**config.mk**
```make
export PLATFORM = sky130hd
export DESIGN_NAME = cpc_path_regs
export DESIGN_NICKNAME = d
export VERILOG_FILES = /design/src/verilog/cpc_pkg.sv /design/src/verilog/cpc_decode_if.sv /design/src/verilog/cpc_path_decode.sv /design/src/verilog/cpc_path_regs.sv
export SDC_FILE = /design/constraint.sdc
export NUM_CORES = 1
export LEC_CHECK = 0
export BUFFER_PORTS_ARGS = -buffer_cell sky130_fd_sc_hd__buf_2
export CORE_MARGIN = 8
export CORE_UTILIZATION = 30
export CTS_CLUSTER_DIAMETER = 150
export CTS_CLUSTER_SIZE = 14
export DETAILED_ROUTE_END_ITERATION = 12
export MAX_ROUTING_LAYER = met4
export SYNTH_ARGS = -nofsm -noshare
export SYNTH_HDL_FRONTEND = slang
export SYNTH_SLANG_ARGS = --single-unit
```
**constraint.sdc**
```tcl
create_clock -name CLK_SYS -period 4.06 [get_ports CLK_SYS]
set_input_delay 0 -clock CLK_SYS [delete_from_list [all_inputs] [get_ports CLK_SYS]]
set_output_delay 0 -clock CLK_SYS [all_outputs]
set_load 0.01 [all_outputs]
```
**src/verilog/cpc_pkg.sv**
```systemverilog
// constants, field layout and lookup tables of the codec path control bank
package cpc_pkg;
	// register indices; byte address is four times the index
	localparam int CPC_ADDR_W = 8;
	localparam logic [5:0] CPC_IDX_TRACK = 6'h0E;
	localparam logic [5:0] CPC_IDX_ADC_ONE = 6'h0F;
	localparam logic [5:0] CPC_IDX_ADC_TWO = 6'h10;
	localparam logic [5:0] CPC_IDX_FAST = 6'h11;
	localparam logic [5:0] CPC_IDX_PATH_CFG = 6'h12;
	localparam logic [5:0] CPC_IDX_STATUS = 6'h13;
	// reset values
	localparam logic [7:0] CPC_RST_TRACK = 8'h00;
	localparam logic [7:0] CPC_RST_ADC_ONE = 8'h00;
	localparam logic [7:0] CPC_RST_ADC_TWO = 8'h00;
	localparam logic [7:0] CPC_RST_FAST = 8'h00;
	localparam logic [1:0] CPC_RST_FILT = 2'h0;
	localparam logic [2:0] CPC_RST_RATE = 3'h2;
	// tracking_supply_control fields
	localparam int CPC_TRK_FLIP = 7;
	localparam int CPC_TRK_OFS_LO = 4;
	localparam int CPC_TRK_LEAD_LO = 0;
	// adc_control_one fields; bits 7:6 reserved
	localparam int CPC_ADC1_LEVEL = 5;
	localparam int CPC_ADC1_HPF = 4;
	localparam logic [7:0] CPC_ADC1_MASK = 8'h3F;
	// adc_control_two fields
	localparam int CPC_ADC2_SILENCE_LO = 4;
	localparam int CPC_ADC2_POWER_LO = 0;
	// fast_path_control fields; bit 4 reserved
	localparam int CPC_FAST_GATE_LO = 5;
	localparam logic [7:0] CPC_FAST_MASK = 8'hEF;
	// path_config fields
	localparam int CPC_CFG_FILT_LO = 0;
	localparam int CPC_CFG_GAIN = 2;
	localparam int CPC_CFG_RATE_LO = 4;
	// fifth dac filter select codes
	localparam logic [1:0] CPC_FILT_TRACKING = 2'h2;
	localparam logic [1:0] CPC_FILT_RESERVED = 2'h3;
	// sample rates 0..5: 32, 44.1, 48, 64, 88.2, 96 kHz
	localparam logic [2:0] CPC_RATE_LAST = 3'h5;
	localparam logic [5:0] CPC_OFFSET_STEP = 6'h03;
	// noise gate codes
	localparam logic [2:0] CPC_GATE_WIDE = 3'h6;
	localparam logic [2:0] CPC_GATE_OFF = 3'h7;
	localparam logic [4:0] CPC_GATE_BASE = 5'h0D;
	localparam logic [4:0] CPC_GATE_WIDE_BITS = 5'h18;
	// bus responses
	localparam logic [1:0] CPC_RESP_OKAY = 2'h0;
	localparam logic [1:0] CPC_RESP_SLVERR = 2'h2;
	// lead delay in samples, per rate and code
	localparam logic [5:0] CPC_LEAD_TBL [0:5][0:15] = '{
		'{6'h00, 6'h03, 6'h05, 6'h06, 6'h07, 6'h08, 6'h09, 6'h0A,
		  6'h0A, 6'h0B, 6'h0C, 6'h0D, 6'h0E, 6'h0F, 6'h0F, 6'h10},
		'{6'h00, 6'h04, 6'h07, 6'h09, 6'h0A, 6'h0B, 6'h0C, 6'h0D,
		  6'h0E, 6'h0F, 6'h10, 6'h11, 6'h12, 6'h14, 6'h15, 6'h16},
		'{6'h00, 6'h05, 6'h07, 6'h0A, 6'h0B, 6'h0C, 6'h0D, 6'h0E,
		  6'h0F, 6'h11, 6'h12, 6'h13, 6'h14, 6'h15, 6'h17, 6'h18},
		'{6'h00, 6'h06, 6'h0A, 6'h0D, 6'h0E, 6'h10, 6'h12, 6'h13,
		  6'h15, 6'h16, 6'h18, 6'h1A, 6'h1B, 6'h1D, 6'h1E, 6'h20},
		'{6'h00, 6'h09, 6'h0D, 6'h12, 6'h14, 6'h16, 6'h18, 6'h1B,
		  6'h1D, 6'h1F, 6'h21, 6'h24, 6'h26, 6'h28, 6'h2A, 6'h2C},
		'{6'h00, 6'h0A, 6'h0E, 6'h13, 6'h16, 6'h18, 6'h1A, 6'h1D,
		  6'h1F, 6'h22, 6'h24, 6'h26, 6'h29, 6'h2B, 6'h2E, 6'h30}
	};
endpackage

```
**src/verilog/cpc_decode_if.sv**
```systemverilog
// settings passed to the path decoder and the values it derives
`timescale 1ns/1ps
`default_nettype none
interface cpc_decode_if;
	logic [3:0] lead_code;
	logic [2:0] rate;
	logic [2:0] offset_code;
	logic ref_flip;
	logic ref_gain;
	logic [1:0] filt;
	logic [2:0] gate_code;
	logic [5:0] lead_samples;
	logic [5:0] offset_pct;
	logic tracking;
	logic [4:0] gate_bits;
	modport bank (output lead_code, rate, offset_code, ref_flip, ref_gain,
		filt, gate_code, input lead_samples, offset_pct, tracking, gate_bits);
	modport decoder (input lead_code, rate, offset_code, ref_flip, ref_gain,
		filt, gate_code, output lead_samples, offset_pct, tracking, gate_bits);
endinterface
`default_nettype wire

```
**src/verilog/cpc_path_decode.sv**
```systemverilog
// combinational decode of lead delay, supply offset and noise gate depth
`timescale 1ns/1ps
`default_nettype none
module cpc_path_decode
	import cpc_pkg::*;
(
	cpc_decode_if.decoder dec
);
	logic [5:0] base_pct;

	// tracking mode only for the one filter code
	assign dec.tracking = (dec.filt == CPC_FILT_TRACKING);
	// lead delay as whole samples of the selected rate
	assign dec.lead_samples = CPC_LEAD_TBL[dec.rate][dec.lead_code];
	// three percent per code step, doubled at gain two in flipped mode
	assign base_pct = 6'(dec.offset_code * CPC_OFFSET_STEP);
	assign dec.offset_pct = (dec.ref_flip && dec.ref_gain) ?
		6'(base_pct << 1) : base_pct;

	// gate depth in upper bits, zero when the gate is off
	always_comb begin
		unique case (dec.gate_code)
			CPC_GATE_OFF: dec.gate_bits = 5'h00;
			CPC_GATE_WIDE: dec.gate_bits = CPC_GATE_WIDE_BITS;
			default: dec.gate_bits = 5'(CPC_GATE_BASE + dec.gate_code);
		endcase
	end
endmodule // cpc_path_decode
`default_nettype wire

```
**src/verilog/cpc_path_regs.sv**
```systemverilog
// AXI4-Lite control register bank for the codec supply, adc and fast paths
// Operation
// tracking mode: flip bit moves fifth dac reference from zero to full scale
// outside tracking mode: flip bit inverts fifth dac output data
// offset code adds code times three percent of full scale
// flip and gain both set: offset is doubled
// lead code adds group delay to main dacs; zero adds none
// lead codes map to whole sample counts per sample rate
// software changes lead delay only with paths down and dacs muted
// software sets supply level bit to match the analog supply
// highpass enable bit filters adc data, else bypass
// per adc invert bit negates that channel
// per adc silence bits 7..4 mute that channel
// per adc power off bits 3..0 power down that channel
// fast path gate code picks threshold depth or disables gate
// per fast path invert bit negates that channel input
// filter code 10 selects tracking mode; code 11 reserved
// in flipped mode gain bit sets tracking gain one or two
// software writes zero to reserved bits, ignores their read value
`timescale 1ns/1ps
`default_nettype none
module cpc_path_regs
	import cpc_pkg::*;
(
	input wire logic CLK_SYS,
	input wire logic RST,
	input wire logic [CPC_ADDR_W-1:0] S_AXI_AWADDR,
	input wire logic [2:0] S_AXI_AWPROT,
	input wire logic S_AXI_AWVALID,
	output logic S_AXI_AWREADY,
	input wire logic [31:0] S_AXI_WDATA,
	input wire logic [3:0] S_AXI_WSTRB,
	input wire logic S_AXI_WVALID,
	output logic S_AXI_WREADY,
	output logic [1:0] S_AXI_BRESP,
	output logic S_AXI_BVALID,
	input wire logic S_AXI_BREADY,
	input wire logic [CPC_ADDR_W-1:0] S_AXI_ARADDR,
	input wire logic [2:0] S_AXI_ARPROT,
	input wire logic S_AXI_ARVALID,
	output logic S_AXI_ARREADY,
	output logic [31:0] S_AXI_RDATA,
	output logic [1:0] S_AXI_RRESP,
	output logic S_AXI_RVALID,
	input wire logic S_AXI_RREADY,
	output logic FIFTH_DAC_TRACKING,
	output logic SUPPLY_REF_FULL_SCALE,
	output logic FIFTH_DAC_DATA_INVERT,
	output logic SUPPLY_TRACK_GAIN_TWO,
	output logic [5:0] SUPPLY_DC_OFFSET_PCT,
	output logic [5:0] LEAD_DELAY_SAMPLES,
	output logic SUPPLY_LEVEL_SEL,
	output logic HIGHPASS_EN,
	output logic [3:0] ADC_POLARITY_FLIP,
	output logic [3:0] ADC_SILENCE,
	output logic [3:0] ADC_POWER_OFF,
	output logic [4:0] FAST_PATH_GATE_BITS,
	output logic [3:0] FAST_PATH_POLARITY_FLIP
);
	typedef enum logic [1:0] {
		CPC_WR_COLLECT = 2'b01,
		CPC_WR_RESP = 2'b10
	} cpc_wr_type;

	typedef enum logic [1:0] {
		CPC_RD_IDLE = 2'b01,
		CPC_RD_DATA = 2'b10
	} cpc_rd_type;

	typedef struct packed {
		logic [7:0] track;
		logic [7:0] adc_one;
		logic [7:0] adc_two;
		logic [7:0] fast;
		logic [1:0] filt;
		logic gain;
		logic [2:0] rate;
		logic tracking;
		logic ref_full;
		logic data_inv;
		logic gain_two;
		logic [5:0] offset_pct;
		logic [5:0] lead_samples;
		logic [4:0] gate_bits;
		cpc_wr_type wr;
		cpc_rd_type rd;
		logic awready;
		logic wready;
		logic bvalid;
		logic [1:0] bresp;
		logic [5:0] waddr;
		logic [7:0] wdata;
		logic wlane;
		logic arready;
		logic rvalid;
		logic [1:0] rresp;
		logic [31:0] rdata;
	} cpc_state_type;

	cpc_state_type s_q;
	cpc_state_type s_d;
	cpc_decode_if dec ();

	// word index of a byte address; shared by both channels
	function automatic logic [5:0] word_index(
		input logic [CPC_ADDR_W-1:0] addr
	);
		word_index = addr[CPC_ADDR_W-1:2];
	endfunction

	function automatic logic is_mapped(input logic [5:0] idx);
		is_mapped = (idx >= CPC_IDX_TRACK) && (idx <= CPC_IDX_STATUS);
	endfunction

	// stored settings feed the decoder
	assign dec.lead_code = s_q.track[CPC_TRK_LEAD_LO +: 4];
	assign dec.offset_code = s_q.track[CPC_TRK_OFS_LO +: 3];
	assign dec.ref_flip = s_q.track[CPC_TRK_FLIP];
	assign dec.ref_gain = s_q.gain;
	assign dec.filt = s_q.filt;
	assign dec.rate = s_q.rate;
	assign dec.gate_code = s_q.fast[CPC_FAST_GATE_LO +: 3];

	cpc_path_decode u_decode (
		.dec(dec)
	);

	// next state: bus handshakes, register writes, derived path controls
	always_comb begin
		logic flip;
		logic [5:0] idx;
		logic [7:0] wd;
		flip = 1'b0;
		idx = 6'h00;
		wd = 8'h00;
		s_d = s_q;
		flip = s_q.track[CPC_TRK_FLIP];

		// derived controls registered so every output leaves a flop
		s_d.tracking = dec.tracking;
		s_d.ref_full = dec.tracking && flip;
		s_d.data_inv = !dec.tracking && flip;
		s_d.gain_two = flip && s_q.gain;
		s_d.offset_pct = dec.offset_pct;
		s_d.lead_samples = dec.lead_samples;
		s_d.gate_bits = dec.gate_bits;

		// write channel: address and data taken in either order
		unique case (s_q.wr)
			CPC_WR_COLLECT: begin
				if (S_AXI_AWVALID && s_q.awready) begin
					s_d.awready = 1'b0;
					s_d.waddr = word_index(S_AXI_AWADDR);
				end
				if (S_AXI_WVALID && s_q.wready) begin
					s_d.wready = 1'b0;
					s_d.wdata = S_AXI_WDATA[7:0];
					s_d.wlane = S_AXI_WSTRB[0];
				end
				// both held: commit, one cycle after the later one
				if (!s_q.awready && !s_q.wready) begin
					idx = s_q.waddr;
					wd = s_q.wdata;
					s_d.wr = CPC_WR_RESP;
					s_d.bvalid = 1'b1;
					s_d.bresp = is_mapped(idx) ? CPC_RESP_OKAY : CPC_RESP_SLVERR;
					// only byte lane 0 carries register data
					if (s_q.wlane) begin
						unique case (idx)
							CPC_IDX_TRACK: s_d.track = wd;
							// reserved bits forced to zero
							CPC_IDX_ADC_ONE: s_d.adc_one = wd & CPC_ADC1_MASK;
							CPC_IDX_ADC_TWO: s_d.adc_two = wd;
							CPC_IDX_FAST: s_d.fast = wd & CPC_FAST_MASK;
							CPC_IDX_PATH_CFG: begin
								// reserved filter code keeps the old mode
								if (wd[CPC_CFG_FILT_LO +: 2] != CPC_FILT_RESERVED) begin
									s_d.filt = wd[CPC_CFG_FILT_LO +: 2];
								end
								s_d.gain = wd[CPC_CFG_GAIN];
								// unsupported rate codes are ignored
								if (wd[CPC_CFG_RATE_LO +: 3] <= CPC_RATE_LAST) begin
									s_d.rate = wd[CPC_CFG_RATE_LO +: 3];
								end
							end
							default: begin
							end
						endcase
					end
				end
			end
			CPC_WR_RESP: begin
				if (S_AXI_BREADY) begin
					s_d.bvalid = 1'b0;
					s_d.awready = 1'b1;
					s_d.wready = 1'b1;
					s_d.wr = CPC_WR_COLLECT;
				end
			end
			default: begin
				s_d.wr = CPC_WR_COLLECT;
				s_d.awready = 1'b1;
				s_d.wready = 1'b1;
				s_d.bvalid = 1'b0;
			end
		endcase

		// read channel: data presented at the edge that takes the address
		unique case (s_q.rd)
			CPC_RD_IDLE: begin
				if (S_AXI_ARVALID) begin
					idx = word_index(S_AXI_ARADDR);
					s_d.arready = 1'b0;
					s_d.rvalid = 1'b1;
					s_d.rd = CPC_RD_DATA;
					s_d.rresp = is_mapped(idx) ? CPC_RESP_OKAY : CPC_RESP_SLVERR;
					s_d.rdata = 32'h0000_0000;
					unique case (idx)
						CPC_IDX_TRACK: s_d.rdata[7:0] = s_q.track;
						CPC_IDX_ADC_ONE: s_d.rdata[7:0] = s_q.adc_one;
						CPC_IDX_ADC_TWO: s_d.rdata[7:0] = s_q.adc_two;
						CPC_IDX_FAST: s_d.rdata[7:0] = s_q.fast;
						CPC_IDX_PATH_CFG: begin
							s_d.rdata[CPC_CFG_FILT_LO +: 2] = s_q.filt;
							s_d.rdata[CPC_CFG_GAIN] = s_q.gain;
							s_d.rdata[CPC_CFG_RATE_LO +: 3] = s_q.rate;
						end
						// live derived state of the paths
						CPC_IDX_STATUS: s_d.rdata = {7'h00, s_q.gate_bits,
							s_q.gain_two, s_q.data_inv, s_q.ref_full,
							s_q.tracking, 2'h0, s_q.offset_pct, 2'h0,
							s_q.lead_samples};
						default: begin
						end
					endcase
				end
			end
			CPC_RD_DATA: begin
				if (S_AXI_RREADY) begin
					s_d.rvalid = 1'b0;
					s_d.arready = 1'b1;
					s_d.rd = CPC_RD_IDLE;
				end
			end
			default: begin
				s_d.rd = CPC_RD_IDLE;
				s_d.arready = 1'b1;
				s_d.rvalid = 1'b0;
			end
		endcase
	end

	// single state register; settings and handshakes reset together
	always_ff @(posedge CLK_SYS) begin
		if (RST) begin
			s_q <= '0;
			s_q.track <= CPC_RST_TRACK;
			s_q.adc_one <= CPC_RST_ADC_ONE;
			s_q.adc_two <= CPC_RST_ADC_TWO;
			s_q.fast <= CPC_RST_FAST;
			s_q.filt <= CPC_RST_FILT;
			s_q.rate <= CPC_RST_RATE;
			s_q.wr <= CPC_WR_COLLECT;
			s_q.rd <= CPC_RD_IDLE;
			s_q.awready <= 1'b1;
			s_q.wready <= 1'b1;
			s_q.arready <= 1'b1;
		end else begin
			s_q <= s_d;
		end
	end

	// bus outputs
	assign S_AXI_AWREADY = s_q.awready;
	assign S_AXI_WREADY = s_q.wready;
	assign S_AXI_BVALID = s_q.bvalid;
	assign S_AXI_BRESP = s_q.bresp;
	assign S_AXI_ARREADY = s_q.arready;
	assign S_AXI_RVALID = s_q.rvalid;
	assign S_AXI_RRESP = s_q.rresp;
	assign S_AXI_RDATA = s_q.rdata;

	// supply reference path
	assign FIFTH_DAC_TRACKING = s_q.tracking;
	assign SUPPLY_REF_FULL_SCALE = s_q.ref_full;
	assign FIFTH_DAC_DATA_INVERT = s_q.data_inv;
	assign SUPPLY_TRACK_GAIN_TWO = s_q.gain_two;
	assign SUPPLY_DC_OFFSET_PCT = s_q.offset_pct;
	// no lead change guard here; software keeps paths quiet first
	assign LEAD_DELAY_SAMPLES = s_q.lead_samples;

	// adc path controls straight from the register bits
	assign SUPPLY_LEVEL_SEL = s_q.adc_one[CPC_ADC1_LEVEL];
	assign HIGHPASS_EN = s_q.adc_one[CPC_ADC1_HPF];
	assign ADC_POLARITY_FLIP = s_q.adc_one[3:0];
	assign ADC_SILENCE = s_q.adc_two[CPC_ADC2_SILENCE_LO +: 4];
	assign ADC_POWER_OFF = s_q.adc_two[CPC_ADC2_POWER_LO +: 4];

	// fast path controls
	assign FAST_PATH_GATE_BITS = s_q.gate_bits;
	assign FAST_PATH_POLARITY_FLIP = s_q.fast[3:0];
endmodule // cpc_path_regs
`default_nettype wire

```
After elaboration in Yosys (flattened, before gate mapping)
Memory sizes are Yosys's and may differ from the RTL's. Cells that the tools add are included.

$add $sub $neg: 1. Multipliers: 1. Magnitude comparators: 7. Equal/unequal tests: 25. Multiplexer cells: 28. Bitwise logic cells: 3. Reductions and logical operators: 28.

Operators with widths (count): $mux W96 (2); $eq A6 B5 Y1 const B (7); $mux W36 (1); $pmux W3 S6 (2); $bmux W6 S4 (1); $eq A6 B4 Y1 const B (4); $reduce_and A4 Y1 (5); $mux W17 (1); $reduce_and A2 Y1 (8); $mux W2 (7); $ne A2 B2 Y1 const B (7); $ge A6 B4 Y1 const B (2); $le A6 B5 Y1 const B (2); $mux W6 (2); $pmux W2 S2 (3); $pmux W5 S2 (1); $reduce_and A5 Y1 (2); $logic_and A1 B1 Y1 (8); $eq A2 B2 Y1 const B (3); $eq A3 B3 Y1 const B (2); $mux W3 (2); $pmux W3 S2 (1); $add A4 B3 Y5 const A (1); $ge A5 B5 Y1 const B (1); 13 further kinds (18).

Register bits after elaboration: 116. Memory bits (read-only): 768. Input port bits: 65. Output and inout bits: 80. Word-level logic and storage cells: 123. Memories: 1.

Memory list: (no name shown) (words 8, bits a word 96, read ports 1, clocked after memory_dff 0, write ports 0, RTL line cpc_path_decode.sv:14) `assign dec.lead_samples = CPC_LEAD_TBL[dec.rate][dec.lead_code];`.

Longest topological paths before layout
Gate-level depths: netlist (run 1).

Depth in word-level cells: 7. Depth in mapped cells: 9. Mapped depth without buffers: 7.

Hierarchy
A second synthesis (run 1) with hierarchy kept.

Cell total of the unflattened synthesis: 660. Area total of the unflattened synthesis: 5815.6 µm².

Modules (own cells, without submodules): cpc_path_regs (instances 1, cells each 475, area each 4484.3 µm², sequential area each 2082.0 µm²); cpc_path_decode (instances 1, cells each 185, area each 1331.3 µm², sequential area each 0.0 µm²).

Least setup slack after synthesis (run 1)
Ideal clock, no wire load.

Kind: register -> register. Start point: register dec.rate[0] (netlist name). End point: register s_q, in the netlist LEAD_DELAY_SAMPLES[2]. Library setup time: 114 ps. Arrival time: 1842 ps. Data required time: 3946 ps. Setup slack: 2104 ps. Cell stages (with the launch flop): 9. Path buffers: 1. Clock period less this slack: 1956 ps. Cell sequence: dfxtp_1 -> clkbuf_1 -> inv_1 -> ha_1 -> nor2b_1 -> o21ai_0 -> a2bb2oi_1 -> nand3b_1 -> a21o_1.

Cells in the longest elaborated chain, start to end: 7.

Ends and longest elaborated chain: $not A3 Y4 (not written as such) (RTL line cpc_path_decode.sv:14); $mem_v2 Z8 W96; $mux W96 (not written as such) (2 in series) (RTL line cpc_path_decode.sv:14); $bmux W6 S4 (RTL line cpc_path_decode.sv:14); $mux W6 (not written as such) (2 in series) (RTL line cpc_path_decode.sv:14); end: declaration (RTL line cpc_path_regs.sv:100) `cpc_state_type s_q;`.

No other way between the ends. The select of a mux whose other input is x is not followed. A chain may end at the register's enable or synchronous reset.

Final worst setup path (run 1)
Start point: register dec.rate[0] (netlist name). End point: register s_q, in the netlist LEAD_DELAY_SAMPLES[3].

Cells in the longest elaborated chain, start to end: 7.

Ends and longest elaborated chain (RTL line): $not A3 Y4 (not written as such) (cpc_path_decode.sv:14); $mem_v2 Z8 W96; $mux W96 (not written as such) (2 in series) (cpc_path_decode.sv:14); $bmux W6 S4 (cpc_path_decode.sv:14); $mux W6 (not written as such) (2 in series) (cpc_path_decode.sv:14).

No other way between the ends. The select of a mux whose other input is x is not followed.

==> results of run 1 <==
[area by class of cell]
type | instances | share of cell area
tap | 229 | 0.0463
sequential | 104 | 0.336
inverter | 12 | 0.00728
clock inverter | 7 | 0.0123
clock buffer | 9 | 0.0364
multi-input combinational | 430 | 0.447
timing repair buffer | 120 | 0.114
[flip-flops by register name (all words and copies together), names as in the netlist, 4 cells and up]
| signal | flops |
|---|---|
| ADC_POLARITY_FLIP | 4 |
| ADC_POWER_OFF | 4 |
| ADC_SILENCE | 4 |
| FAST_PATH_GATE_BITS | 5 |
| FAST_PATH_POLARITY_FLIP | 4 |
| LEAD_DELAY_SAMPLES | 6 |
| SUPPLY_DC_OFFSET_PCT | 6 |
| S_AXI_RDATA | 23 |
| dec.lead_code | 4 |
| s_q | 18 |
[metal layers]
metal  GRT usage  up-vias
li1            -     2253
met1       0.175     2121
met2       0.200      147
met3      0.0374       11
met4      0.0284        0
met5           -        -
[report_power, final]
part           internal [uW]  switching, uW  leakage [uW]  total, uW
logic                   53.5           81.4       0.00147        135
clock network            484            403      0.000143        887
registers               1040           21.3      0.000843       1060
total                   1580            506       0.00246       2080
[cells in the final DEF, fill, tap and decap left out, types with 9 or more instances in the layout]
master,n
a211oi_1,10
a21oi_1,43
a221oi_1,13
buf_2,95
clkbuf_16,9
conb_1,11
dfxtp_1,104
dlygate4sd3_1,18
ha_1,18
inv_1,11
mux2i_1,42
nand2_1,51
nand2b_1,13
nand3_1,26
nor2_1,70
nor2b_1,15
nor3_1,13
o21ai_0,17
[metrics by stage]
step | hold WS (ns) | cells | power [uW] | utilization
6_report | 0.0155 | 911 | 2080 | 0.343
5_1_grt | 0.0471 | 911 | 2170 | 0.343
4_1_cts | 0.00731 | 911 | 2110 | 0.343
3_5_place_dp | 0.241 | 877 | 1210 | 0.317
3_3_place_gp | 0.231 | 877 | 1210 | 0.317
2_1_floorplan | 0.136 | 653 | 1170 | -
[worst max-delay path: stages (launching register included)]
cell and delay (ns):
dfxtp_1 0.75, inv_1 0.32, ha_1 0.34, nor3b_1 0.37
a21oi_1 0.07, mux2i_1 0.16, o32ai_1 0.11, nor4_1 0.23
[worst paths after layout]
check | start | end | slack, ns | cells past startpoint
setup / recovery | dec.rate[0] | LEAD_DELAY_SAMPLES[3] | 1.60 | 7
hold / removal | S_AXI_WVALID | S_AXI_WREADY | 0.02 | 4
setup reg to reg | dec.rate[0] | LEAD_DELAY_SAMPLES[3] | 1.60 | 7
hold reg to reg | S_AXI_RDATA[11] | S_AXI_RDATA[11] | 0.45 | 2
[logic make-up (layout without fill, tap and decap cells)]
logic type | Yosys count | after routing | share of synthesized area
AND/OR/NAND/NOR | 224 | 224 | 0.206
AO/OA/AOI/OAI | 130 | 130 | 0.160
buffers and inverters | 119 | 148 | 0.128
flip-flops | 104 | 104 | 0.377
multiplexers | 44 | 44 | 0.0802
adder cells (fa/ha/maj) | 19 | 19 | 0.0444
XOR/XNOR | 2 | 2 | 0.00317
other | 1 | 11 | 0.000679
==> flow_summary.toml, run 1 <==
[clock_tree]
holdBufCountCts = 18
htreeDepth = 3
cts-root-buf = "clkbuf_16"
cts_num_sinks = 104
path_clk_slew_ns = 0.07
postCtsSetupBuffers = 0
tritoncts = "built"
clk_latency_ns = 0.35
ctsResizeCount = 0
cts_made_buffers = 9
clockBufferDepth = 2

[yosys]
syn_area_per_cell_sq_um = 8.59
syn_area_sq_um = 5520
synthArstFlopShare = 0
yosysWarningCount = 0
synth_area_leaders = "dfxtp_1 (38%), buf_4 (9.4%), mux2i_1 (7.6%)"
syn_inst = 643
synth_edf_count = 0
yosys.area.top_type = "dfxtp_1"
synth-main-ff-cell = "dfxtp_1"
synth_top_area_share = 0.377
synth_cell_type_count = 66
synth.most_common_cell = "dfxtp_1"
ys_ff_latch = 104
ys_seq_area_frac = 0.377
synthTopCellsByCount = "dfxtp_1 (104), nor2_1 (70), buf_4 (69)"

[sta]
post-route-period-util = 0.606
fmax_ghz = 0.406
rsz0062_at_grt = "no"
setup_viol = 0
hold_viol_final = 0
fin_ws_ns = 1.60
maxSlewViolCount = 0
finalClockSkew_ns = 0.00806
setup_tns_ns = 0
tightest_slew_ns = 1.08
fin_crit_ns = 2.46
slew_headroom = 0.277

[cells_and_area]
finish.instance_area_sq_um = 6190
multi_input_area_sq_um = 2770
syn_to_final_growth_pct = 12.1
fillerInstances = 1918
diodes = 0
final-seq-area_sq_um = 2080
fin_nets = 761
final_layout_size_suffix_gt1_frac = 0.194

[detailed_routing]
first_iter_violations = 443
wl_met3_microns = 1170
wl_microns = 15000
ant_nets = 0
routed-via-count = 4532
wl_met2_microns = 6680
drt-pass1-iter-count = 6
dr.max_layer_used = "met4"
routedWlPerCell_microns = 16.5
drc = 0
wl_met1_microns = 6980
vias_per_cell = 4.97

[critical_path]
critPathKind = "flop to flop"
endpoint_kind = "flop"
cp-start-kind = "flop"
arrival_ns = 2.70
critPathMaxFanout = 15
cp_data_required_time_ns = 4.30

[placement]
placed_area_sq_um = 5710
place_hpwl_microns = 10900
port_buffers = 96
gp_congestion = 0.884
dp_slack_ns = 1.72

[die]
pin_count = 145
die-area_sq_um = 23000
start_util = 0.306
fp.dieH_microns = 152
coreArea_sq_um = 18000
die_w_microns = 152
rows = 49

[global_route]
grt.total_usage = 0.133
grt_pass1_wl_microns = 23400
antenna_found_initial = 0
grt_pass1_vias = 4155
grt_max_degree = 104
grt_overflow = 0

[status]
status = "finished clean"

[min_path]
min_path_type = "input port to flop"

[flow_run]
cap_violations = 0

[power_and_ir_drop]
ir_drop_mv = 0.237
powerDensity_nw_per_um2 = 336
p_leak_uw = 0.00246
No activity file was read; power rests on OpenSTA's default activity.
==> run 2, diff against run 1 <==
==> constraint.sdc (replaced) <==
create_clock -name CLK_SYS -period 2.1 [get_ports CLK_SYS]
set_input_delay 0 -clock CLK_SYS [delete_from_list [all_inputs] [get_ports CLK_SYS]]
set_output_delay 0 -clock CLK_SYS [all_outputs]
set_load 0.01 [all_outputs]
==> flow_summary.toml, run 2 (synthesis results as in run 1) <==
[clock_tree]
htreeDepth = 3
cts_made_buffers = 9
cts-root-buf = "clkbuf_16"
path_clk_slew_ns = 0.07
clk_latency_ns = 0.34
tritoncts = "built"
cts_num_sinks = 104
clockBufferDepth = 2

[sta]
setup_tns_ns = 0
fmax_ghz = 0.538
timing.hold.ws_ns = 0.0159
fin_crit_ns = 1.86
fin_ws_ns = 0.240
hold_viol_final = 0
post-route-period-util = 0.886
tightest_slew_ns = 0.798
slew_headroom = 0.467
maxSlewViolCount = 0
finalClockSkew_ns = 0.00789
rsz0062_at_grt = "no"
setup_viol = 0

[die]
die_w_microns = 152
fp.dieH_microns = 152
rows = 49
pin_count = 145
coreArea_sq_um = 18000
start_util = 0.306
die-area_sq_um = 23000

[min_path]
min_path_type = "input port to flop"
whs_path_depth = 2

[critical_path]
arrival_ns = 2.11
worstPathCellList = "inv_1 -> ha_1 -> nor3b_1 -> a21oi_1 -> mux2i_1 -> o32ai_1 -> nor4_1"
crit_slowest_cell = "dfxtp_1"
critPathMaxFanout = 5
max_stage_delay_ns = 0.41
reg2reg_depth = 7
cp_data_required_time_ns = 2.35
cp-start-kind = "flop"
critPathKind = "flop to flop"
endpoint_kind = "flop"

[detailed_routing]
routedWlPerCell_microns = 16.6
routed-via-count = 4572
drc = 0
first_iter_violations = 334
wl_microns = 15400
drt-pass1-iter-count = 6
ant_nets = 0
vias_per_cell = 4.91

[placement]
place_hpwl_microns = 11700
dp_slack_ns = 0.231
gp_congestion = 0.803
port_buffers = 96

[global_route]
grt_overflow = 0
grt_max_degree = 48
grt.busiest_layer = "met2"
grt_pass1_vias = 4209
gr-usage-met2 = 0.198
grt_pass1_wl_microns = 23800
use_met1 = 0.180
grt.total_usage = 0.135
antenna_found_initial = 0
use_met3 = 0.0324

[cells_and_area]
final_layout_size_suffix_gt1_frac = 0.219
diodes = 0
fillerInstances = 1885
final_core_util = 0.354
final_common_cell = "dfxtp_1"
layout_common_cells = "dfxtp_1 (104), buf_2 (95), nor2_1 (70)"
largest_register_ff_count = 23
syn_to_final_growth_pct = 15.7
fin_nets = 782

[power_and_ir_drop]
p_leak_uw = 0.00259
powerDensity_nw_per_um2 = 652
ir_drop_mv = 0.301
p_total_uw = 4160

[flow_run]
cap_violations = 0

[status]
status = "finished clean"
run 2: path summary, 6_finish.rpt:
kind,slack (ns),start,endpoint
hold reg to reg,0.45,S_AXI_RDATA[8],S_AXI_RDATA[8]
setup / recovery,0.24,dec.rate[0],LEAD_DELAY_SAMPLES[3]
hold / removal,0.02,RST,S_AXI_RDATA[24]
setup reg to reg,0.24,dec.rate[0],LEAD_DELAY_SAMPLES[3]
run 2: area by class of cell:
| type | instances | area (sq um) | share of cell area |
|---|---|---|---|
| flip-flops and latches | 104 | 2080 | 0.326 |
| inverters | 12 | 45.0 | 0.00705 |
| clock buffers | 9 | 225 | 0.0353 |
| clock inverters | 7 | 98.8 | 0.0155 |
| repair buffers | 141 | 876 | 0.137 |
| multi-input cells | 430 | 2770 | 0.434 |
| well taps | 229 | 287 | 0.0449 |
run 2: worst max-delay path: cells and delay by family, from the launching register on:
family	cells	cell delay, ns
buffers and inverters	1	0.15
and+or+nand+nor	2	0.60
DFF	1	0.41
AOI/OAI and AO/OA	2	0.18
adders and majority gates	1	0.27
muxes	1	0.16
run 2: where the power goes:
group | switching [uW] | total (uW) | leakage [uW] | internal (uW)
clock | 782 | 1840 | 0.000162 | 1060
combinational | 161 | 274 | 0.00158 | 113
sequential | 40.4 | 2050 | 0.000843 | 2010
run 2: through the flow:
step	instance area [sq um]	std cells
floorplan	5560	653
global placement	5890	899
detailed placement	5890	899
CTS	6380	932
global route	6390	932
finish	6390	932
run 2: repair_timing:
action,4_1_cts,5_1_grt
setup endpoints to repair,0,1
resized for setup,0,1
hold buffers,17,0
buffers inserted,0,0
hold endpoints to repair,17,0
run 2: metal layers:
metal  routed length [microns]  share of wire
met5                         0              0
met4                       259          0.017
met3                      1130          0.073
met2                      6730           0.44
met1                      7330           0.47
==> run 3, diff against run 2 <==
--- a/config.mk
+++ b/config.mk
@@ -6,7 +6,6 @@
 export NUM_CORES = 1
 export LEC_CHECK = 0
 export BUFFER_PORTS_ARGS = -buffer_cell sky130_fd_sc_hd__buf_2
-export CORE_MARGIN = 8
 export CORE_UTILIZATION = 30
 export CTS_CLUSTER_DIAMETER = 150
 export CTS_CLUSTER_SIZE = 14
==> flow_summary.toml, run 3 (synthesis results as in run 1) <==
[status]
status = "finished clean"

[clock_tree]
postCtsSetupBuffers = 0
holdBufCountCts = 18
tritoncts = "built"
ctsResizeCount = 0
cts_made_buffers = 9
cts-root-buf = "clkbuf_16"
htreeDepth = 3
clk_latency_ns = 0.34
clockBufferDepth = 2
path_clk_slew_ns = 0.07
cts_num_sinks = 104

[sta]
maxSlewViolCount = 0
rsz0062_at_grt = "no"
setup_viol = 0
hold_viol_final = 0
fin_crit_ns = 1.83
fin_ws_ns = 0.266
setup_tns_ns = 0
tightest_slew_ns = 0.803
post-route-period-util = 0.873
finalClockSkew_ns = 0.00721
fmax_ghz = 0.545
slew_headroom = 0.464

[critical_path]
cp_data_required_time_ns = 2.39
cp-start-kind = "flop"
r2r-end = "LEAD_DELAY_SAMPLES[2]"
reg2reg_slack_ns = 0.27
critPathKind = "flop to flop"
endpoint = "LEAD_DELAY_SAMPLES[2]"
reg2reg_depth = 8
rr_startpoint = "dec.rate[0]"
arrival_ns = 2.13
setup.worst_path.start = "dec.rate[0]"
critPathMaxFanout = 6
endpoint_kind = "flop"

[global_route]
grt_pass1_wl_microns = 23100
grt_pass1_vias = 4235
grt_overflow = 0
antenna_found_initial = 0
grt.total_usage = 0.164
grt_max_degree = 52

[cells_and_area]
final_layout_size_suffix_gt1_frac = 0.224
syn_to_final_growth_pct = 16.2
fillerInstances = 1940
fin_nets = 788
diodes = 0
largest_register_ff_count = 23
layout_common_cells = "dfxtp_1 (104), buf_2 (95), nor2_1 (70)"
final_common_cell = "dfxtp_1"

[detailed_routing]
drc = 0
drt-pass1-iter-count = 9
ant_nets = 0
wl_microns = 14800
first_iter_violations = 309
routed-via-count = 4641
vias_per_cell = 4.95
routedWlPerCell_microns = 15.8

[min_path]
whs_path_depth = 4
min_path_type = "input port to flop"

[power_and_ir_drop]
powerDensity_nw_per_um2 = 643
p_leak_uw = 0.00260
ir_drop_mv = 0.371

[placement]
gp_congestion = 0.933
dp_slack_ns = 0.313
port_buffers = 96
place_hpwl_microns = 11000

[die]
die_w_microns = 138
pin_count = 145
die-area_sq_um = 19000
start_util = 0.306
fp.dieH_microns = 138
rows = 49
coreArea_sq_um = 18000

[flow_run]
cap_violations = 0
run 3: layout make-up:
cell class | count | area, sq um | area share
clock buffers | 9 | 225 | 0.0351
clock inverters | 7 | 96.3 | 0.0150
flip-flops and latches | 104 | 2080 | 0.325
inverters | 12 | 45.0 | 0.00702
multi-input cells | 430 | 2770 | 0.432
repair buffers | 147 | 911 | 0.142
well taps | 229 | 287 | 0.0447
run 3: critical path, stage by stage (launching register included):
cell       delay [ns]
dfxtp_1          0.41
inv_1            0.11
buf_4            0.17
ha_1             0.30
inv_1            0.04
a2111oi_0        0.39
o21ai_0          0.16
o41ai_1          0.09
a21o_1           0.12
run 3: per-layer routing:
layer  share of wire  routed length [microns]  vias to the layer above  global-route usage
li1                -                        -                     2313                   -
met2            0.43                     6320                      141               0.236
met3           0.053                      776                       22              0.0309
met4           0.024                      359                        0              0.0604
met5               0                        0                        -                   -
met1            0.50                     7320                     2165               0.225
run 3: power by group:
part	switching (uW)	internal, uW
sequential	40.1	2010
combinational	160	113
clock	759	1040
run 3: metrics by stage:
step                utilization  hold WS [ns]  total power [uW]  instance area, sq um  cells
floorplan                     -         0.136              2260                  5560    653
global placement          0.328         0.230              2340                  5910    904
detailed placement        0.328         0.233              2350                  5910    904
CTS                       0.356       0.00332              4180                  6410    938
global route              0.356        0.0324              4280                  6410    938
finish                    0.356        0.0137              4120                  6410    938
run 3: worst min-delay path by stage:
stage	startpoint	to	slack (ns)
finish	S_AXI_AWVALID	S_AXI_AWREADY	0.01
global route	S_AXI_AWVALID	S_AXI_AWREADY	0.03
CTS	S_AXI_AWVALID	S_AXI_AWREADY	0.003
detailed placement	RST	LEAD_DELAY_SAMPLES[3]	0.23
global placement	RST	LEAD_DELAY_SAMPLES[3]	0.23
floorplan	S_AXI_WSTRB[0]	s_q[36]	0.14
